**src/panel_pkg.sv**
```systemverilog
/*
 panel_pkg: constants, register map and types for the operator panel block.
 assumes a 100 MHz mclk and an Avalon-MM slave with 32-bit data and byte addresses.
*/
package panel_pkg;
  localparam int unsigned CLK_HZ = 100000000;
  localparam int unsigned ACCEPT_MS = 2000;
  localparam int unsigned TIMEOUT_MS = 30000;
  localparam int unsigned MS_CYC = CLK_HZ / 1000;
  localparam int unsigned BLINK_MS = 500;
  localparam int unsigned TICK_CYC = 100;
  // byte addresses, one aligned word each
  localparam logic [7:0] OFS_CTRL = 8'h00;
  localparam logic [7:0] OFS_STATUS = 8'h04;
  localparam logic [7:0] OFS_SP1 = 8'h08;
  localparam logic [7:0] OFS_SP2 = 8'h0C;
  localparam logic [7:0] OFS_RAMP = 8'h10;
  localparam logic [7:0] OFS_TSTART = 8'h14;
  localparam logic [7:0] OFS_TVAL = 8'h18;
  localparam logic [7:0] OFS_CORR = 8'h1C;
  localparam logic [7:0] OFS_SCL = 8'h20;
  localparam logic [7:0] OFS_SCH = 8'h24;
  localparam logic [7:0] OFS_FILT = 8'h28;
  localparam logic [7:0] OFS_PV = 8'h2C;
  localparam logic [7:0] OFS_DISP = 8'h30;
  // ctrl fields
  localparam int unsigned C_DEC = 0;
  localparam int unsigned C_FAHR = 2;
  localparam int unsigned C_DOUBLE = 3;
  localparam int unsigned C_STDSIG = 4;
  localparam int unsigned C_RAMP = 5;
  localparam int unsigned C_TIMER = 6;
  localparam int unsigned C_TPWR = 7;
  localparam int unsigned C_LOGIC = 8;
  localparam logic [31:0] CTRL_RST = 32'h0000_0000;
  localparam logic [15:0] SP_RST = 16'h0000;
  localparam logic [15:0] TSTART_RST = 16'h0064;
  localparam logic [15:0] SCH_RST = 16'h03E8;
  localparam logic [15:0] FILT_RST = 16'h0006;
  localparam logic signed [15:0] DISP_MIN = -16'sd1999;
  localparam logic signed [15:0] DISP_MAX = 16'sd9999;
  localparam logic [31:0] UNMAPPED_RD = 32'h0000_0000;
  // logic input function codes
  localparam logic [1:0] LI_NONE = 2'h0;
  localparam logic [1:0] LI_SPSW = 2'h1;
  localparam logic [1:0] LI_LVL = 2'h2;
  localparam logic [1:0] LI_TIMER = 2'h3;
  typedef enum logic [2:0] {
    V_NORMAL, V_OPER, V_PARAM, V_WORKPT, V_CONFIG, V_TIMER
  } view_t;
  typedef enum logic [2:0] {
    T_IDLE, T_STARTED, T_RUNNING, T_STOPPED, T_DONE
  } tstate_t;
  typedef enum logic [2:0] {
    S_SETPOINT, S_SELSP, S_RAMPSP, S_TIMERVAL, S_TSTART
  } shown_t;
endpackage : panel_pkg

```
**src/panel_operation_and_timer.sv**
```systemverilog
/*
 panel_operation_and_timer: key handling, level navigation, timer, value path.
 assumes raw keys and logic input are asynchronous pins; measured value, tolerance
 flag and output states come from logic on mclk; registers over Avalon-MM.
*/
// How it works
// RULE_01 - display value clamped to -1999..9999, decimals and unit from control
// RULE_02 - two leds mirror the two controller output states
// RULE_03 - up/down edit value; taken over after two quiet seconds
// RULE_04 - normal view shows the corrected filtered process value
// RULE_05 - operating level edits setpoint; shows selected setpoint when switching active
// RULE_06 - ramp enabled: operating level shows ramp setpoint
// RULE_07 - timer enabled: operating level shows timer value or start value
// RULE_08 - configuration reached only via the working point parameter
// RULE_09 - timer level edits start value; current value only once started; underscore
// RULE_10 - thirty seconds idle returns to normal view
// RULE_11 - power-on timer mode: time-out returns to operating level
// RULE_12 - no time-out while timer value shown at operating level
// RULE_13 - keys drive timer only while timer shown at operating level
// RULE_14 - logic input in timer mode is a timer key from any view
// RULE_15 - timer states idle, started, running, stopped, run down with key moves
// RULE_16 - started waits for tolerance reached before running
// RULE_17 - up or down key acknowledges run down; start value shown again
// RULE_18 - decimal point blinks while timer started
// RULE_19 - irrelevant parameters are skipped in the parameter walk
// RULE_20 - standard signals scaled linearly onto start and end values
// RULE_21 - signed correction added to the measured value
// RULE_22 - second order low pass, zero time constant bypasses
// RULE_23 - logic input edges step the timer
// RULE_24 - level inhibit blocks parameter and configuration levels
// RULE_25 - any key press restarts acceptance and time-out counters
`timescale 1ns/1ps
module panel_operation_and_timer
  import panel_pkg::*;
#(
  parameter int unsigned ACCEPT_CYC = ACCEPT_MS * MS_CYC,
  parameter int unsigned TIMEOUT_CYC = TIMEOUT_MS * MS_CYC,
  parameter int unsigned BLINK_CYC = BLINK_MS * MS_CYC
) (
  // clock and reset
  input wire logic mclk,
  input wire logic srst,
  // avalon-mm slave
  input wire logic [7:0] avs_address,
  input wire logic avs_read,
  input wire logic avs_write,
  input wire logic [31:0] avs_writedata,
  output logic [31:0] avs_readdata,
  output logic avs_waitrequest,
  // front panel pins
  input wire logic key_p,
  input wire logic key_up,
  input wire logic key_down,
  input wire logic logic_in,
  // measurement path
  input wire logic [15:0] raw_value,
  input wire logic raw_valid,
  input wire logic tol_reached,
  input wire logic [1:0] out_state,
  // display
  output logic [15:0] disp_value,
  output logic [1:0] disp_dec,
  output logic disp_fahr,
  output logic disp_dp_blink,
  output logic disp_underscore,
  output logic [2:0] disp_item,
  output logic [1:0] led,
  output logic [15:0] active_setpoint
);
  import panel_pkg::*;

  function automatic logic signed [15:0] sat16(input logic signed [31:0] v);
    if (v > 32'(DISP_MAX)) sat16 = DISP_MAX;
    else if (v < 32'(DISP_MIN)) sat16 = DISP_MIN;
    else sat16 = v[15:0];
  endfunction : sat16

  // synchronisers
  logic [3:0] s1_q, s2_q, s3_q;
  always_ff @(posedge mclk) begin
    s1_q <= {logic_in, key_down, key_up, key_p};
    s2_q <= s1_q;
    // tracks through reset so a pin held high gives no false edge
    s3_q <= s2_q;
  end
  wire [3:0] k = s2_q;
  wire [3:0] rise = s2_q & ~s3_q;
  wire any_key = |rise[2:0];
  wire both = k[1] & k[2];
  wire both_new = both & (rise[1] | rise[2]);

  // registers
  logic [31:0] ctrl_q;
  logic [15:0] sp1_q, sp2_q, ramp_q, tstart_q, tval_q, corr_q, scl_q, sch_q, filt_q;
  view_t view_q;
  tstate_t ts_q;
  logic [2:0] pidx_q;
  logic [15:0] edit_q;
  logic editing_q, t_show_start_q;
  logic [31:0] acc_cnt_q, to_cnt_q, blink_cnt_q, ms_cnt_q;
  logic [9:0] sec_cnt_q;
  logic blink_q, rd_pend_q;
  logic signed [31:0] f1_q, f2_q;

  wire [1:0] li_fn = ctrl_q[C_LOGIC +: 2];
  wire spsw = li_fn == LI_SPSW;
  wire sp_sel2 = spsw & k[3];
  wire lvl_inh = (li_fn == LI_LVL) & k[3];
  wire tim_en = ctrl_q[C_TIMER];
  wire ramp_en = ctrl_q[C_RAMP];
  wire li_edge = (li_fn == LI_TIMER) & (s2_q[3] ^ s3_q[3]);

  // operating level item
  shown_t shown;
  always_comb begin
    shown = sp_sel2 | spsw ? S_SELSP : S_SETPOINT; // RULE_05
    if (ramp_en) shown = S_RAMPSP; // RULE_06
    if (tim_en) shown = t_show_start_q ? S_TSTART : S_TIMERVAL; // RULE_07
  end
  wire timer_shown = (view_q == V_OPER) & tim_en;
  wire key_tmr = timer_shown & any_key & ~k[0]; // RULE_13
  wire t_step = key_tmr | li_edge; // RULE_14 RULE_23
  wire t_tick = ts_q == T_RUNNING && ms_cnt_q == MS_CYC - 1 && sec_cnt_q == 10'd999;

  // parameter walk: 0 sp1 1 sp2 2 ramp 3 corr 4 scl 5 sch 6 filt 7 working point
  function automatic logic pvis(input logic [2:0] i, input logic [31:0] c);
    unique case (i)
      3'd1: pvis = c[C_DOUBLE] | (c[C_LOGIC +: 2] == LI_SPSW); // RULE_19
      3'd2: pvis = c[C_RAMP]; // RULE_19
      3'd4, 3'd5: pvis = c[C_STDSIG]; // RULE_19
      default: pvis = 1'b1;
    endcase
  endfunction : pvis
  wire [2:0] pn1 = pidx_q + 3'd1;
  wire [2:0] pn2 = pidx_q + 3'd2;
  wire [2:0] pnext = pvis(pn1, ctrl_q) ? pn1 : (pvis(pn2, ctrl_q) ? pn2 : pidx_q + 3'd3);

  // working point value lives in the controller, not here
  wire edit_allowed = view_q == V_OPER && !timer_shown || view_q == V_PARAM && pidx_q != 3'd7
    || view_q == V_TIMER && (pidx_q[0] == 1'b0 || ts_q != T_IDLE); // RULE_09
  wire [15:0] param_val = pidx_q == 3'd1 ? sp2_q : pidx_q == 3'd2 ? ramp_q
    : pidx_q == 3'd3 ? corr_q : pidx_q == 3'd4 ? scl_q : pidx_q == 3'd5 ? sch_q
    : pidx_q == 3'd6 ? filt_q : sp1_q;
  wire [15:0] edit_src = view_q == V_TIMER ? (pidx_q[0] ? tval_q : tstart_q)
    : view_q == V_PARAM ? param_val
    : (sp_sel2 ? sp2_q : sp1_q);
  wire commit = editing_q && acc_cnt_q == ACCEPT_CYC - 1; // RULE_03

  // navigation and timer
  always_ff @(posedge mclk) begin
    if (srst) begin
      view_q <= V_NORMAL;
      pidx_q <= 3'd0;
      to_cnt_q <= '0;
      acc_cnt_q <= '0;
      editing_q <= 1'b0;
      edit_q <= 16'h0000;
    end else begin
      if (any_key) begin
        to_cnt_q <= '0; // RULE_25
        acc_cnt_q <= '0; // RULE_25
      end else begin
        if (!timer_shown) to_cnt_q <= to_cnt_q + 32'd1; // RULE_12
        if (editing_q) acc_cnt_q <= acc_cnt_q + 32'd1;
      end
      if (commit) editing_q <= 1'b0;
      if ((rise[1] ^ rise[2]) && !both && edit_allowed) begin
        edit_q <= (editing_q ? edit_q : edit_src) + (rise[1] ? 16'h0001 : 16'hFFFF); // RULE_03
        editing_q <= 1'b1;
      end
      if (!any_key && to_cnt_q == TIMEOUT_CYC - 1) begin
        view_q <= (tim_en && ctrl_q[C_TPWR]) ? V_OPER : V_NORMAL; // RULE_10 RULE_11
        editing_q <= 1'b0;
      end else if (rise[0]) begin
        editing_q <= 1'b0;
        unique case (view_q)
          V_NORMAL: view_q <= k[2] ? V_TIMER : V_OPER;
          V_OPER: begin
            view_q <= lvl_inh ? V_NORMAL : V_PARAM; // RULE_24
            pidx_q <= 3'd0;
          end
          V_PARAM: if (pidx_q == 3'd7) view_q <= V_WORKPT;
            else pidx_q <= pnext;
          V_WORKPT: view_q <= (k[1] && !lvl_inh) ? V_CONFIG : V_NORMAL; // RULE_08 RULE_24
          V_CONFIG: view_q <= V_NORMAL;
          V_TIMER: if (pidx_q[0]) view_q <= V_NORMAL;
            else pidx_q <= 3'd1;
        endcase
      end
    end
  end

  // timer state machine
  always_ff @(posedge mclk) begin
    if (srst) begin
      ts_q <= T_IDLE;
      t_show_start_q <= 1'b1;
      ms_cnt_q <= '0;
      sec_cnt_q <= '0;
    end else begin
      if (ts_q == T_RUNNING) begin
        ms_cnt_q <= (ms_cnt_q == MS_CYC - 1) ? '0 : ms_cnt_q + 32'd1;
        if (ms_cnt_q == MS_CYC - 1) sec_cnt_q <= (sec_cnt_q == 10'd999) ? '0 : sec_cnt_q + 10'd1;
      end
      unique case (ts_q)
        T_IDLE: if (t_step) begin
          ts_q <= T_STARTED; // RULE_15
          t_show_start_q <= 1'b0;
        end
        T_STARTED: if (both_new && timer_shown) ts_q <= T_IDLE; // RULE_15
          else if (tol_reached) ts_q <= T_RUNNING; // RULE_16
        T_RUNNING: if (both_new && timer_shown) ts_q <= T_IDLE;
          else if ((rise[1] && timer_shown && !k[2]) || li_edge) ts_q <= T_STOPPED; // RULE_15
          else if (t_tick && tval_q <= 16'h0001) ts_q <= T_DONE;
        T_STOPPED: if (both_new && timer_shown) ts_q <= T_IDLE;
          else if ((rise[1] && timer_shown && !k[2]) || li_edge) ts_q <= T_RUNNING; // RULE_15
        T_DONE: if (t_step) begin
          ts_q <= T_IDLE; // RULE_17
          t_show_start_q <= 1'b1; // RULE_17
        end
      endcase
      if (both_new && timer_shown && ts_q != T_IDLE && ts_q != T_DONE) t_show_start_q <= 1'b1;
    end
  end

  // blink divider
  always_ff @(posedge mclk) begin
    if (srst) begin
      blink_cnt_q <= '0;
      blink_q <= 1'b0;
    end else if (blink_cnt_q == BLINK_CYC - 1) begin
      blink_cnt_q <= '0;
      blink_q <= ~blink_q;
    end else begin
      blink_cnt_q <= blink_cnt_q + 32'd1;
    end
  end

  // value path
  wire signed [31:0] span_in = 32'(signed'(sch_q)) - 32'(signed'(scl_q));
  // raw span is unsigned; kept signed so a falling range scales correctly
  wire signed [31:0] raw_span = 32'(signed'({1'b0, raw_value}));
  wire signed [31:0] scaled = 32'(signed'(scl_q)) + (span_in * raw_span) / 32'sd65535;
  wire signed [31:0] meas = ctrl_q[C_STDSIG] ? scaled : 32'(signed'(raw_value)); // RULE_20
  wire signed [31:0] corrected = meas + 32'(signed'(corr_q)); // RULE_21
  wire [5:0] fshift = filt_q == 16'h0 ? 6'd0
    : (filt_q < 16'd8 ? 6'd2 : (filt_q < 16'd64 ? 6'd4 : 6'd6));
  wire signed [31:0] pv_full = filt_q == 16'h0 ? corrected : f2_q; // RULE_22
  wire signed [15:0] pv = sat16(pv_full); // RULE_01
  always_ff @(posedge mclk) begin
    if (srst) begin
      f1_q <= '0;
      f2_q <= '0;
    end else if (raw_valid) begin
      f1_q <= f1_q + ((corrected - f1_q) >>> fshift); // RULE_22
      f2_q <= f2_q + ((f1_q - f2_q) >>> fshift); // RULE_22
    end
  end

  // register writes and edit commits
  wire wr = avs_write;
  wire [7:0] a = avs_address;
  always_ff @(posedge mclk) begin
    if (srst) begin
      ctrl_q <= CTRL_RST;
      {sp1_q, sp2_q, ramp_q, corr_q, scl_q} <= {5{SP_RST}};
      tstart_q <= TSTART_RST;
      tval_q <= TSTART_RST;
      sch_q <= SCH_RST;
      filt_q <= FILT_RST;
    end else begin
      if (wr && a == OFS_CTRL) ctrl_q <= avs_writedata;
      if (wr && a == OFS_SP1) sp1_q <= avs_writedata[15:0];
      if (wr && a == OFS_SP2) sp2_q <= avs_writedata[15:0];
      if (wr && a == OFS_RAMP) ramp_q <= avs_writedata[15:0];
      if (wr && a == OFS_TSTART) tstart_q <= avs_writedata[15:0];
      if (wr && a == OFS_CORR) corr_q <= avs_writedata[15:0];
      if (wr && a == OFS_SCL) scl_q <= avs_writedata[15:0];
      if (wr && a == OFS_SCH) sch_q <= avs_writedata[15:0];
      if (wr && a == OFS_FILT) filt_q <= avs_writedata[15:0];
      if (ts_q == T_IDLE) tval_q <= tstart_q;
      else if (t_tick && tval_q != 16'h0) tval_q <= tval_q - 16'h0001;
      if (commit && view_q == V_TIMER) begin
        if (pidx_q[0]) tval_q <= edit_q; // RULE_09
        else tstart_q <= edit_q; // RULE_09
      end else if (commit && view_q == V_PARAM) begin
        unique case (pidx_q)
          3'd1: sp2_q <= edit_q;
          3'd2: ramp_q <= edit_q;
          3'd3: corr_q <= edit_q;
          3'd4: scl_q <= edit_q;
          3'd5: sch_q <= edit_q;
          3'd6: filt_q <= edit_q;
          default: sp1_q <= edit_q;
        endcase
      end else if (commit) begin
        if (sp_sel2) sp2_q <= edit_q; // RULE_05
        else sp1_q <= edit_q; // RULE_05
      end
    end
  end

  // read side: one wait state
  wire [31:0] status = {20'h0, 1'b0, ts_q, 1'b0, view_q, editing_q, lvl_inh, sp_sel2, timer_shown};
  wire [31:0] rmux = a == OFS_CTRL ? ctrl_q : a == OFS_STATUS ? status
    : a == OFS_SP1 ? {16'h0, sp1_q} : a == OFS_SP2 ? {16'h0, sp2_q}
    : a == OFS_RAMP ? {16'h0, ramp_q} : a == OFS_TSTART ? {16'h0, tstart_q}
    : a == OFS_TVAL ? {16'h0, tval_q} : a == OFS_CORR ? {16'h0, corr_q}
    : a == OFS_SCL ? {16'h0, scl_q} : a == OFS_SCH ? {16'h0, sch_q}
    : a == OFS_FILT ? {16'h0, filt_q} : a == OFS_PV ? {16'h0, pv}
    : a == OFS_DISP ? {16'h0, disp_value} : UNMAPPED_RD;
  always_ff @(posedge mclk) begin
    if (srst) begin
      rd_pend_q <= 1'b0;
      avs_readdata <= '0;
    end else begin
      rd_pend_q <= avs_read & ~rd_pend_q;
      if (avs_read && !rd_pend_q) avs_readdata <= rmux;
    end
  end
  assign avs_waitrequest = avs_read & ~rd_pend_q;

  // display
  wire [15:0] oper_val = shown == S_TIMERVAL ? tval_q : shown == S_TSTART ? tstart_q
    : shown == S_RAMPSP ? ramp_q : (sp_sel2 ? sp2_q : sp1_q);
  wire [15:0] view_val = editing_q ? edit_q : view_q == V_NORMAL ? pv // RULE_04
    : view_q == V_OPER ? oper_val
    : view_q == V_TIMER ? (pidx_q[0] ? tval_q : tstart_q) : edit_src;
  wire show_tval = (view_q == V_OPER && shown == S_TIMERVAL) || (view_q == V_TIMER && pidx_q[0]);
  always_ff @(posedge mclk) begin
    if (srst) begin
      disp_value <= 16'h0000;
      disp_dec <= 2'h0;
      disp_fahr <= 1'b0;
      disp_dp_blink <= 1'b0;
      disp_underscore <= 1'b0;
      disp_item <= 3'h0;
      led <= 2'h0;
      active_setpoint <= SP_RST;
    end else begin
      disp_value <= sat16(32'(signed'(view_val))); // RULE_01
      disp_dec <= (ctrl_q[C_DEC +: 2] == 2'h3) ? 2'h2 : ctrl_q[C_DEC +: 2]; // RULE_01
      disp_fahr <= ctrl_q[C_FAHR] & (view_q == V_NORMAL); // RULE_01
      disp_dp_blink <= show_tval && ts_q != T_IDLE && blink_q; // RULE_18
      disp_underscore <= view_q == V_TIMER; // RULE_09
      disp_item <= view_q == V_OPER ? 3'(shown) : pidx_q;
      led <= out_state; // RULE_02
      active_setpoint <= ramp_en ? ramp_q : (sp_sel2 ? sp2_q : sp1_q);
    end
  end
endmodule : panel_operation_and_timer

```
**config.mk**
```make
export PLATFORM = sky130hd
export DESIGN_NAME = panel_operation_and_timer
export DESIGN_NICKNAME = d
export VERILOG_FILES = /design/src/panel_pkg.sv /design/src/panel_operation_and_timer.sv
export SDC_FILE = /design/constraint.sdc
export NUM_CORES = 2
export LEC_CHECK = 0
export BUFFER_PORTS_ARGS = -buffer_cell sky130_fd_sc_hd__buf_2
export CORE_MARGIN = 3
export CORE_UTILIZATION = 55
export DETAILED_ROUTE_END_ITERATION = 10
export PLACE_DENSITY = 0.8
export REMOVE_ABC_BUFFERS = 1
export SLEW_MARGIN = 20
export SYNTH_ARGS = -nofsm -noshare
export SYNTH_HDL_FRONTEND = slang
export SYNTH_SLANG_ARGS = --single-unit
```
**constraint.sdc**
```tcl
create_clock -name mclk -period 31.4 [get_ports mclk]
set_input_delay 3.14 -clock mclk [delete_from_list [all_inputs] [get_ports mclk]]
set_output_delay 3.14 -clock mclk [all_outputs]
set_load 0.005 [all_outputs]
```
==> results.md <==
* XOR/XNOR share of the synthesized area at 8.035%
* CTS root buf: clkbuf_16
* Clock Skews at 0.06720 ns
* Vias in the first global route at 62457
* CTS tree: yes
* Synth Area in Compound Gates at 21.05%
* Largest net degree at the start of global routing at 105
* Startpoint types: input port
* Main synth FF type: dfxtp_1
* Dpl cells at 9454
* Max-cap violations at 0
* Cell area after synthesis at 0.05483 mm2
* Cell Count, Final, Fillers Out at 9859
* Port buffer count at 142
* Grt ovf at 0
* CTS Buf Count at 52
* Hold EP: k[0]$_DFF_P_
* FF+latch count, synth at 493
* Rows at 115
* Final instance area at 0.07526 mm2
* Worst-path clk slew at 0.06 ns
* R2R setup slack at -3.18 ns
* Yosys warning total at 0
* Crit end category: flop
* I/O Pins at 143
* Fin crit share at 110.3%
* Die X at 321.7 um
* Area Growth Syn to Fin at 37.26%
* Most frequent CP cell: buf_4
* WL per Instance at 25.52 um
* Failing checks: setup timing
* Initial antenna violation count at 18
* Final-stage net count at 9185
* Post-layout min period at 34.65 ns
* Residual DRC at 0
* Max-slew violation count at 0
* Crit-path max cell delay at 0.74 ns
* Worst R2R Start: scl_q[1]$_SDFF_PP0_
* Hold buffers post-CTS at 0
* RSZ-0062 raised after global routing: yes
* Hold path depth at 0
* Final WL at 251600 um
* Final core occ at 76.36%
* Full die area at 0.1035 mm2
* Min-Delay Path Class: reg -> reg
* 1st-iter DRT viols at 8687
* Multiplexer share of the synthesized area at 7.161%
* Initial Util at 55.63%
* Synth Area in Adders at 17.42%
* Largest family of logic cells by synthesized area: simple AND/OR/NAND/NOR gates
* Tot GR Track Use at 42.21%
* Setup CP Type: in -> reg
* WP data required at 31.93 ns
* Gpl congestion at 1.035
* Highest Clock Rate at 28.86 MHz
* Sink Count at 493
* Post-Syn Instances at 7074
* Final Hold Viols at 0
* Routed Antenna Nets at 0
* Synth cell types at 135
* Die Ht at 321.7 um
* H-tree depth at 2
* Hold path startpoint: s1_q[0]$_DFF_P_
* CP max FO at 12
* Placed instance area at 0.06582 mm2
* Avg Cell Area, Syn at 7.751 um2
* Clock tree buffer depth at 3
* Worst slew margin at 18.58%
* Endpoints failing setup at 48
* Fin worst setup slack at -3.247 ns
* Worst-case reg-to-reg path depth at 163
* Core Region at 0.09856 mm2
* CP arrival at 35.18 ns
* Fin Hold WS at 0.3266 ns
* Worst reg2reg endpoint: f1_q[31]$_SDFFE_PP0P_
* Pre-antenna DRT Iters at 11
* Worst-Margin Slew at 1.221 ns
* Post-synth EDFFs at 0
* Global-route wire length before repair at 347500 um
* Routed vias at 65389
* Synth async-reset ratio at 0%
* Simple-Gate Fraction of Synth Area at 21.73%
* Share of post-route cells with drive strength above 1 at 31.16%
* Clk Latency, worst-skew pair at 0.69 ns
* Routed vias/inst at 6.632
* Register area share after synthesis at 18.00%
* Crit path max-delay cell type: fa_1
* Outcome: finished, violations left
* Post-DP HPWL at 163800 um
logic make-up after synthesis:
logic type / count (synthesis)
compound gates: 1708
mux: 388
xor+xnor: 495
buf+inv: 954
flops: 493
fa+ha+maj: 603
simple gates: 2433
worst max-delay path by stage:
stage	from	endpoint	slack (ns)	cells after the start
after floorplan	raw_value[2]	f1_q[31]$_SDFFE_PP0P_	-3.64	123
after global placement	raw_value[7]	f1_q[31]$_SDFFE_PP0P_	-2.30	136
after detailed placement	raw_value[7]	f1_q[31]$_SDFFE_PP0P_	-3.02	137
after CTS	scl_q[1]$_SDFF_PP0_	f1_q[31]$_SDFFE_PP0P_	0.0001	157
after global routing	raw_value[3]	f1_q[31]$_SDFFE_PP0P_	-4.77	145
final	raw_value[3]	f1_q[31]$_SDFFE_PP0P_	-3.25	152
cells in the final DEF (no fill, tap or decap), types with 50 or more instances in the layout:
cell type and count:
mux2i_1 345, a21oi_2 83, nand2_1 610, o21ai_0 198, and2_1 137, nand2b_1 65
nand3_1 176, ha_1 274, a21o_1 141, nor2b_1 75, nor2_1 675, a211oi_1 159
xnor2_1 232, dfxtp_1 489, clkbuf_16 52, fa_1 256, buf_6 88, nor3_1 89
buf_2 140, o21bai_1 74, o211ai_1 64, buf_4 1502, nand4_1 75, and3_1 50
a21oi_1 403, inv_1 567, nor4_1 50, xor2_1 190
metrics by stage:
| step | setup TNS, ns | setup slack [ns] |
|---|---|---|
| final | -87.38 | -3.247 |
| after global routing | -156.56 | -4.767 |
| after CTS | 0 | 0.0001492 |
| after detailed placement | -96.74 | -3.019 |
| after global placement | -61.68 | -2.295 |
| after floorplan | -107.36 | -3.639 |
worst max-delay path: cells and delay by family:
family,cells,cell delay [ns]
AOI/OAI and AO/OA,56,13.00
adders and majority gates,12,5.33
xor gates and xnor gates,6,1.56
buffers and inverters,36,5.23
muxes,2,0.38
and+or+nand+nor,40,6.40
synth_stat cells, types with 176 or more instances:
library cell  number  area, um2
a211oi_1         176       1321
o21ai_0          242       1211
a21oi_1          504       2522
fa_1             269       5385
nand2_1          633       2376
nand3_1          202       1011
ha_1             328       4104
xnor2_1          281       2461
nor2_1           717       2691
clkbuf_1         302       1134
dfxtp_1          493       9869
xor2_1           207       1813
mux2i_1          356       3563
inv_1            592       2222
sequential cells by signal, summed over array words and instances, names as in the netlist, 32 cells and up:
name and flops:
acc_cnt_q 32, avs_readdata 32, blink_cnt_q 32, ctrl_q 32, f1_q 32, f2_q 32, ms_cnt_q 32, to_cnt_q 32
per-layer routing:
layer  vias to the layer above  GRT usage (%)  share of wire [%]
li1                      27687              -                  -
met5                         -              0              0.074
met4                        16          26.06                9.4
met1                     30922          50.93                 35
met2                      4877          69.34                 44
met3                      1887          8.369                 12
cell type report:
type	instances	area, um2
Antenna cell	10	25.02
Clock buffer	67	1438
Clock inverter	29	478.0
Fill cell	6343	23300
Inverter	595	2235
Multi-Input combinational cell	5629	46280
Sequential cell	493	9874
Tap cell	1287	1610
Timing Repair Buffer	1749	13320
timing repair:
item / CTS / global route
resized for setup: 515 / 489
endpoints found under the setup margin: 49 / 49
hold endpoints to repair: 0 / 0
buffers inserted: 188 / 133
cloned: 1 / 1
pin swaps: 369 / 330
Power is not shown: default switching activity piles up to over one toggle a cycle in this logic, so the estimate is an artifact.
